`src/common/addr_match_pkg.sv`:
```
package addr_match_pkg;
   // ==========================================
   // address format
   // ==========================================
   localparam int ADDR_BITS = 10;
   localparam int NUM_OWN = 4;
   localparam logic [4:0] TEN_BIT_PREFIX = 5'h1e;
   localparam int PREFIX_POS = 3;
   localparam int UPPER_POS = 1;
   localparam int DIR_POS = 0;
   localparam int BIT_COUNT_RESET = 0;
   localparam int BYTE_BITS = 8;

   typedef enum logic [2:0] {
      IDLE,
      FIRST_BYTE,
      FIRST_ACK,
      SECOND_BYTE,
      SECOND_ACK,
      DATA_PHASE,
      IGNORE
   } match_state_t;
endpackage

```
`src/common/own_addr_if.sv`:
```
`timescale 1ns/100ps
// own address table, shared between matcher and comparator
interface own_addr_if #(parameter int NUM = 4, parameter int AW = 10);
   logic [AW-1:0] ownAddr [NUM];
   logic [NUM-1:0] ownValid;
   logic [1:0] rxUpper;
   logic [7:0] rxLower;
   logic upperHit;
   logic fullHit;
   modport matcher (output ownAddr, output ownValid, output rxUpper,
      output rxLower, input upperHit, input fullHit);
   modport compare (input ownAddr, input ownValid, input rxUpper,
      input rxLower, output upperHit, output fullHit);
endinterface

```
`src/hdl/own_addr_compare.sv`:
```
`timescale 1ns/100ps
// combinational comparison of received address against own table
module own_addr_compare #(parameter int NUM = 4) (
   own_addr_if.compare tbl
);
   logic [NUM-1:0] upperVec;
   logic [NUM-1:0] fullVec;

   // ==========================================
   // per-entry comparators
   // ==========================================
   genvar i;
   generate
      for (i = 0; i < NUM; i++) begin : g_cmp
         assign upperVec[i] = tbl.ownValid[i] &&
            (tbl.ownAddr[i][addr_match_pkg::ADDR_BITS-1 -: 2] ==
             tbl.rxUpper);
         // both halves from the same entry, never mixed
         assign fullVec[i] = tbl.ownValid[i] &&
            (tbl.ownAddr[i] == {tbl.rxUpper, tbl.rxLower});
      end
   endgenerate

   assign tbl.upperHit = |upperVec;
   assign tbl.fullHit = |fullVec;
endmodule

```
`src/hdl/i2c_multi_address_10bit_match.sv`:
```
`timescale 1ns/100ps
// Operation
// - up to four independent 10-bit own addresses, all compared
// - first byte is 11110, two address msbs, then direction bit
// - second byte carries the eight low address bits
// - ack first byte when its msbs equal the msbs of any enabled own address
// - ack second byte only when one own address matches all ten
module i2c_multi_address_10bit_match #(
   parameter int NUM_OWN = addr_match_pkg::NUM_OWN
) (
   // clock and reset
   input wire logic sys_clk,
   input wire logic srst,
   // own address configuration
   input wire logic [9:0] ownAddr0,
   input wire logic [9:0] ownAddr1,
   input wire logic [9:0] ownAddr2,
   input wire logic [9:0] ownAddr3,
   input wire logic [3:0] ownEnable,
   // bus pins
   input wire logic sclIn,
   input wire logic sdaIn,
   output logic sdaOut,
   output logic sdaOe_n,
   // status
   output logic addressed,
   output logic readDir,
   output logic [1:0] matchIndexValid
);
   // ==========================================
   // module state
   // ==========================================
   // everything registered lives here, outputs included, so the single
   // clocked process below is the only place that holds state
   typedef struct packed {
      // pin synchronisers and previous synchronised levels
      logic [1:0] sclSync;
      logic [1:0] sdaSync;
      logic sclPrev;
      logic sdaPrev;
      // address phase sequencing and captured halves
      addr_match_pkg::match_state_t state;
      logic [3:0] bitCnt;
      logic [7:0] shifter;
      logic [1:0] upper;
      logic [7:0] lower;
      logic dir;
      // acknowledge and status
      logic ackDrive;
      logic addressed;
      logic readDir;
      logic [1:0] seen;
      // registered pin outputs and ignore flag
      logic sdaLevel;
      logic sdaOe_n;
      logic ignoring;
   } state_t;

   // current state and the copy that the next clock edge loads
   state_t cur;
   state_t next_cur;

   own_addr_if #(.NUM(NUM_OWN), .AW(addr_match_pkg::ADDR_BITS)) tbl ();

   // ==========================================
   // own address table
   // ==========================================
   // entries are plain inputs held steady by the surrounding logic; they
   // are compared every cycle, so a change in mid address phase takes
   // effect at whichever ack decision comes next
   assign tbl.ownAddr[0] = ownAddr0;
   assign tbl.ownAddr[1] = ownAddr1;
   assign tbl.ownAddr[2] = ownAddr2;
   assign tbl.ownAddr[3] = ownAddr3;
   assign tbl.ownValid = ownEnable;
   assign tbl.rxUpper = cur.upper;
   assign tbl.rxLower = cur.lower;

   // ==========================================
   // comparator
   // ==========================================
   // one comparator per entry; both hit flags settle within the cycle
   own_addr_compare #(.NUM(NUM_OWN)) u_cmp (
      .tbl(tbl.compare)
   );

   logic sclRise;
   logic sclFall;
   logic startCond;
   logic stopCond;

   // ==========================================
   // bus events
   // ==========================================
   // edges seen on synchronised copies only; the prev bits are preset high
   // in reset, the idle level of both lines, so no false start follows
   // reset. the cost is about three clocks of latency on every event.
   assign sclRise = cur.sclSync[1] && !cur.sclPrev;
   assign sclFall = !cur.sclSync[1] && cur.sclPrev;
   assign startCond = cur.sclSync[1] && cur.sclPrev &&
      !cur.sdaSync[1] && cur.sdaPrev;
   assign stopCond = cur.sclSync[1] && cur.sclPrev &&
      cur.sdaSync[1] && !cur.sdaPrev;

   // ==========================================
   // next state
   // ==========================================
   // a byte ends at the synchronised scl fall after its eighth rise. the
   // ack decision is taken in the first cycle of the ack state and the
   // pin is pulled one clock later, so the controller must keep scl low
   // for more than about four clocks or the ack misses the rising edge.
   // the pull is dropped at the fall that ends the ack clock, again one
   // synchronised edge late, which still lies inside the low phase.
   // a refused byte leaves the line alone and parks in the ignore state;
   // only a start condition brings the matcher back, a stop only idles.
   // stop and start are checked ahead of the state machine so that a
   // repeated start in the middle of any phase restarts the address.
   always_comb begin
      next_cur = cur;
      next_cur.sclSync = {cur.sclSync[0], sclIn};
      next_cur.sdaSync = {cur.sdaSync[0], sdaIn};
      next_cur.sclPrev = cur.sclSync[1];
      next_cur.sdaPrev = cur.sdaSync[1];
      if (startCond) begin
         // repeated start also leaves ignore state
         next_cur.state = addr_match_pkg::FIRST_BYTE;
         next_cur.bitCnt = 4'(addr_match_pkg::BIT_COUNT_RESET);
         next_cur.ackDrive = 1'b0;
         next_cur.addressed = 1'b0;
         next_cur.seen = 2'h0;
      end else if (stopCond) begin
         next_cur.state = addr_match_pkg::IDLE;
         next_cur.ackDrive = 1'b0;
         next_cur.addressed = 1'b0;
      end else begin
         case (cur.state)
            addr_match_pkg::FIRST_BYTE,
            addr_match_pkg::SECOND_BYTE: begin
               if (sclRise) begin
                  next_cur.shifter = {cur.shifter[6:0], cur.sdaSync[1]};
                  next_cur.bitCnt = cur.bitCnt + 4'h1;
               end else if (sclFall &&
                            cur.bitCnt == 4'(addr_match_pkg::BYTE_BITS)) begin
                  next_cur.bitCnt = 4'h0;
                  if (cur.state == addr_match_pkg::FIRST_BYTE) begin
                     next_cur.upper =
                        cur.shifter[addr_match_pkg::UPPER_POS +: 2];
                     next_cur.dir = cur.shifter[addr_match_pkg::DIR_POS];
                     next_cur.state = addr_match_pkg::FIRST_ACK;
                  end else begin
                     next_cur.lower = cur.shifter;
                     next_cur.state = addr_match_pkg::SECOND_ACK;
                  end
               end
            end
            addr_match_pkg::FIRST_ACK: begin
               // decide once upper bits are latched, before ack clock
               if (cur.seen == 2'h0) begin
                  next_cur.seen = 2'h1;
                  if (cur.shifter[addr_match_pkg::PREFIX_POS +: 5] ==
                      addr_match_pkg::TEN_BIT_PREFIX &&
                      tbl.upperHit) begin
                     next_cur.ackDrive = 1'b1;
                  end else begin
                     next_cur.state = addr_match_pkg::IGNORE;
                  end
               end else if (sclFall) begin
                  next_cur.ackDrive = 1'b0;
                  next_cur.seen = 2'h0;
                  next_cur.state = addr_match_pkg::SECOND_BYTE;
               end
            end
            addr_match_pkg::SECOND_ACK: begin
               if (cur.seen == 2'h0) begin
                  next_cur.seen = 2'h1;
                  // both halves must come from one entry, never two
                  if (tbl.fullHit) begin
                     next_cur.ackDrive = 1'b1;
                  end else begin
                     next_cur.state = addr_match_pkg::IGNORE;
                  end
               end else if (sclFall) begin
                  next_cur.ackDrive = 1'b0;
                  next_cur.addressed = 1'b1;
                  next_cur.readDir = cur.dir;
                  next_cur.state = addr_match_pkg::DATA_PHASE;
               end
            end
            default: begin
               // idle, data and ignore wait for start or stop
               next_cur.ackDrive = 1'b0;
            end
         endcase
      end
      // output copies follow the decisions made above in the same cycle
      next_cur.sdaLevel = 1'b0; // open drain: only ever pulls low
      next_cur.sdaOe_n = !next_cur.ackDrive;
      next_cur.ignoring = next_cur.state == addr_match_pkg::IGNORE;
   end

   // ==========================================
   // registers
   // ==========================================
   // synchronous reset only; the pin copies are preset to the idle level
   always_ff @(posedge sys_clk) begin
      if (srst) begin
         cur <= '{sclSync: 2'h3, sdaSync: 2'h3, sclPrev: 1'b1,
                  sdaPrev: 1'b1, state: addr_match_pkg::IDLE,
                  sdaOe_n: 1'b1, default: '0};
      end else begin
         cur <= next_cur;
      end
   end

   // ==========================================
   // outputs
   // ==========================================
   // every output is a field of the state register, no gate after it
   assign sdaOut = cur.sdaLevel;
   assign sdaOe_n = cur.sdaOe_n; // released unless acknowledging
   assign addressed = cur.addressed;
   assign readDir = cur.readDir;
   assign matchIndexValid = {cur.addressed, cur.ignoring};
endmodule

```
`config.mk`:
```
export PLATFORM = sky130hd
export DESIGN_NAME = i2c_multi_address_10bit_match
export DESIGN_NICKNAME = d
export VERILOG_FILES = /design/src/common/addr_match_pkg.sv /design/src/common/own_addr_if.sv /design/src/hdl/own_addr_compare.sv /design/src/hdl/i2c_multi_address_10bit_match.sv
export SDC_FILE = /design/constraint.sdc
export NUM_CORES = 1
export LEC_CHECK = 0
export CAP_MARGIN = 5
export CORE_ASPECT_RATIO = 1.4
export CORE_MARGIN = 2
export CORE_UTILIZATION = 35
export DETAILED_ROUTE_END_ITERATION = 8
export DONT_BUFFER_PORTS = 1
export PLACE_DENSITY = 0.59
export SETUP_SLACK_MARGIN = 0.4
export SLEW_MARGIN = 25
export SYNTH_ARGS = -nofsm -noshare
export SYNTH_HDL_FRONTEND = slang
export SYNTH_HIERARCHICAL = 1
export SYNTH_SLANG_ARGS = --single-unit
```
`constraint.sdc`:
```
create_clock -name sys_clk -period 2.65 [get_ports sys_clk]
set_input_delay 0 -clock sys_clk [delete_from_list [all_inputs] [get_ports sys_clk]]
set_output_delay 0 -clock sys_clk [all_outputs]
set_load 0.01 [all_outputs]
```
==> out/metrics.json <==
{
  "logic_synthesis": {
    "synth_fa_ha_area_share_pct": 1.17,
    "yosysSeqAreaShare_pct": 35.5,
    "synth.yosys.warnings": 6,
    "synth_simple_gate_area_share_pct": 25.0,
    "synth_enable_flop_cells": 0,
    "main_combinational_cell_family_by_area_after_synthesis": "simple AND/OR/NAND/NOR gates",
    "synth_top_area_share_pct": 35.5,
    "compound_cell_area_share_of_the_yosys_netlist_pct": 10.9,
    "synth_seq_cells": 38,
    "synth_top_cell_by_area": "sky130_fd_sc_hd__dfxtp_1",
    "synth.top_cells.by_area": "sky130_fd_sc_hd__dfxtp_1 (35%), sky130_fd_sc_hd__xnor2_1 (16%), sky130_fd_sc_hd__a21oi_1 (6.3%), sky130_fd_sc_hd__nand2_1 (6.3%), sky130_fd_sc_hd__buf_4 (4.6%)",
    "synth_area_per_cell_sq_um": 8.54,
    "synth.lib_cells_used.distinct": 49,
    "synth_fp_nets": 301,
    "post_synth_instance_area_sq_um": 2140,
    "synth_cells": 251,
    "muxShareOfSynthArea_pct": 1.40,
    "synthFlopType": "sky130_fd_sc_hd__dfxtp_1",
    "asyncSetResetFlopFracSynth_pct": 0,
    "post_synth_xor_area_fraction_pct": 17.2
  },
  "die": {
    "initial_utilization_pct": 36.3,
    "die_w_um": 70.1,
    "floorplan.die.height_um": 96.6,
    "rows": 33,
    "floorplan.die_area_sq_um": 6770,
    "core-area_sq_um": 5900,
    "design.portCount": 54
  },
  "detailed_routing": {
    "route.antenna.remaining_nets": 0,
    "drc": 0,
    "post_drt_via_cell_ratio": 5.16,
    "finalWirelength_um": 4370,
    "drt-wirelength-per-cell_um": 14.1,
    "detail_route.iter0.violations": 62,
    "route.vias.total": 1593,
    "firstDrtPassIters": 2
  },
  "global_route": {
    "grt.busiest_layer": "met2",
    "grt_pass1_wl_um": 7310,
    "grt_util_met1_pct": 13.2,
    "met2_usage_pct": 27.3,
    "grt_max_degree": 32,
    "globalRouteTotalUtil_pct": 13.7,
    "grt_use_met3_pct": 3.94,
    "overflow": 0,
    "number_of_antenna_violations_at_the_first_check_in_global_routing": 0,
    "via_count_of_the_first_global_routing_pass": 1623
  },
  "setup_path": {
    "timing.critical_path.to_type": "flip-flop",
    "worst_r2r_path_depth": 7,
    "critPathKind": "reg2reg",
    "crit-reg2reg-capture": "matchIndexValid[0]",
    "reg2reg_from": "tbl.rxLower[3]",
    "timing.critical_path.required_ps": 2880,
    "ff2ff_setup_slack_ps": 490,
    "cp-start-kind": "flip-flop",
    "cp_endpoint": "matchIndexValid[0]",
    "critical_path_peak_fanout": 5,
    "crit_path_start": "tbl.rxLower[3]",
    "timing.critical_path.arrival_ps": 2390
  },
  "power": {
    "ratio_of_total_power_to_cell_area_nw_per_um2": 478,
    "power.static_leakage_nw": 0.696,
    "worst_ir_drop_vdd_mv": 0.195
  },
  "sta": {
    "rsz0062_at_grt": "no",
    "measured_slew_at_the_worst_slew_check_pin_ps": 540,
    "slew_headroom_pct": 64.0,
    "timing.setup.tns_ps": 0,
    "final.period_utilization_pct": 81.5,
    "layout_setup_ws_ps": 489,
    "report.final.slew_viol_count": 0,
    "fmax_mhz": 463,
    "report.final.setup_viol": 0,
    "worst_clock_skew_ps": 8.70,
    "min_period_ps": 2160,
    "timing_hold_violations_final": 0
  },
  "clock_tree": {
    "number_of_h_tree_levels": 2,
    "cts-root-to-sink-buffers": 2,
    "clock-root-buffer": "sky130_fd_sc_hd__clkbuf_8",
    "clkSinkCount": 38,
    "clock_pin_slew_on_the_worst_setup_and_hold_paths_ps": 80,
    "worst_skew_pair.late_latency_ps": 290,
    "cts_buffers": 5,
    "cts_tree": "done"
  },
  "cells_and_area": {
    "layout-drive-gt1-share_pct": 10.0,
    "antenna_cells_inserted": 0,
    "area_growth_pct": 1.93,
    "finalNetCount": 288
  },
  "flow_run": {
    "max_cap_viol_count": 0
  },
  "worst_hold_path": {
    "hold_path.class": "in2reg"
  },
  "status": {
    "status": "finished clean"
  },
  "placed_design": {
    "detailed_place_hpwl_um": 3370,
    "place.port_buffers": 0,
    "dp_worst_setup_slack_ps": 463,
    "final_gp_congestion": 0.749
  }
}
## cell families after synthesis
family,Yosys count
other,1
adders and majority gates,2
DFF,38
and+or+nand+nor,97
AOI/OAI and AO/OA,40
buffers and inverters,28
muxes,3
xor gates and xnor gates,42
## cell usage after synthesis, types with 2 or more instances
cell,instances
sky130_fd_sc_hd__clkbuf_1,4
sky130_fd_sc_hd__mux2i_1,3
sky130_fd_sc_hd__buf_4,13
sky130_fd_sc_hd__nand4_1,11
sky130_fd_sc_hd__and3b_1,2
sky130_fd_sc_hd__nand2b_1,2
sky130_fd_sc_hd__and2_1,2
sky130_fd_sc_hd__nor2_1,8
sky130_fd_sc_hd__nand3_1,5
sky130_fd_sc_hd__nor3_1,5
sky130_fd_sc_hd__ha_1,2
sky130_fd_sc_hd__or2_2,6
sky130_fd_sc_hd__a21oi_1,27
sky130_fd_sc_hd__o21a_1,2
sky130_fd_sc_hd__xor2_1,2
sky130_fd_sc_hd__xnor2_1,40
sky130_fd_sc_hd__dfxtp_1,38
sky130_fd_sc_hd__buf_6,4
sky130_fd_sc_hd__inv_1,5
sky130_fd_sc_hd__nand3b_1,3
sky130_fd_sc_hd__or3b_2,2
sky130_fd_sc_hd__o21ai_0,2
sky130_fd_sc_hd__or4_1,2
sky130_fd_sc_hd__nand2_1,36
## per-stage QoR
step	cells	total power, mW	utilization, %	hold slack [ps]	instance area, sq um
6_report	309	1.04	37.0	173	2180
4_1_cts	309	1.06	37.0	338	2180
2_1_floorplan	251	0.646	-	104	2140
3_5_place_dp	298	0.648	34.9	77.1	2060
3_3_place_gp	298	0.647	34.9	73.4	2060
5_1_grt	309	1.10	37.0	208	2180
## worst min-delay path by stage
stage	from	endpoint	slack [ps]	cells after the start
2_1_floorplan	sdaIn	cur[36]	100	1
3_3_place_gp	srst	tbl.rxLower[0]	70	1
3_5_place_dp	srst	cur[23]	80	1
4_1_cts	sclIn	cur[38]	340	2
5_1_grt	srst	tbl.rxLower[3]	210	2
6_report	srst	tbl.rxUpper[1]	170	2
## registers in the layout, indices dropped and copies added (netlist names)
register and count:
matchIndexValid 1, readDir 1, tbl.rxLower 8, tbl.rxUpper 2, sdaOe_n 1, cur 24, addressed 1
## area by class of cell
type	count	area, sq um
fill	626	3720
timing repair buffer	3	25.0
sequential	38	766
multi-input combinational	185	1200
clock inverter	1	5.00
tap	70	87.6
clock buffer	7	86.3
inverter	5	18.8
## placed cells by master, fill, tap and decap left out, types with 2 or more instances in the layout
cell / count
sky130_fd_sc_hd__and3b_1: 2
sky130_fd_sc_hd__nor3_1: 5
sky130_fd_sc_hd__nand3_1: 5
sky130_fd_sc_hd__xor2_1: 2
sky130_fd_sc_hd__nand2_1: 36
sky130_fd_sc_hd__inv_1: 5
sky130_fd_sc_hd__dlygate4sd3_1: 2
sky130_fd_sc_hd__o21a_1: 2
sky130_fd_sc_hd__ha_1: 2
sky130_fd_sc_hd__clkbuf_8: 6
sky130_fd_sc_hd__a21oi_1: 27
sky130_fd_sc_hd__dfxtp_2: 4
sky130_fd_sc_hd__nor2_1: 8
sky130_fd_sc_hd__or4_1: 2
sky130_fd_sc_hd__o21ai_0: 2
sky130_fd_sc_hd__xnor2_1: 40
sky130_fd_sc_hd__mux2i_1: 3
sky130_fd_sc_hd__or2_2: 6
sky130_fd_sc_hd__nand3b_1: 3
sky130_fd_sc_hd__nand4_1: 11
sky130_fd_sc_hd__dfxtp_1: 34
sky130_fd_sc_hd__and2_1: 2
sky130_fd_sc_hd__or3b_2: 2
sky130_fd_sc_hd__nand2b_1: 2
## routing by layer
layer | wire, um | vias up
li1 | - | 816
met1 | 1720 | 727
met2 | 2310 | 44
met3 | 245 | 6
met4 | 88 | 0
met5 | 0 | -
## where the power goes
part	leakage [nW]	switching, mW	internal (mW)	total, mW
Clock	0.0482	0.191	0.210	0.401
Sequential	0.309	0.00570	0.575	0.581
Combinational	0.339	0.0285	0.0348	0.0633
Total	0.696	0.225	0.820	1.04
## critical path, stage by stage, from the launching register on
cell                      delay, ps
sky130_fd_sc_hd__dfxtp_1        460
sky130_fd_sc_hd__xnor2_1        120
sky130_fd_sc_hd__nand4_1        150
sky130_fd_sc_hd__nor3_1          60
sky130_fd_sc_hd__or4_1          540
sky130_fd_sc_hd__or4b_1         480
sky130_fd_sc_hd__o21ai_1        110
sky130_fd_sc_hd__and4_1         190
## timing repair
action / 4_1_cts / 5_1_grt
hold buffers: 3 / 0
setup endpoints to repair: 0 / 2
buffers inserted: 0 / 0
gates resized for setup: 0 / 4
hold endpoints to repair: 38 / 0
Power figures use the tool's default switching activity.
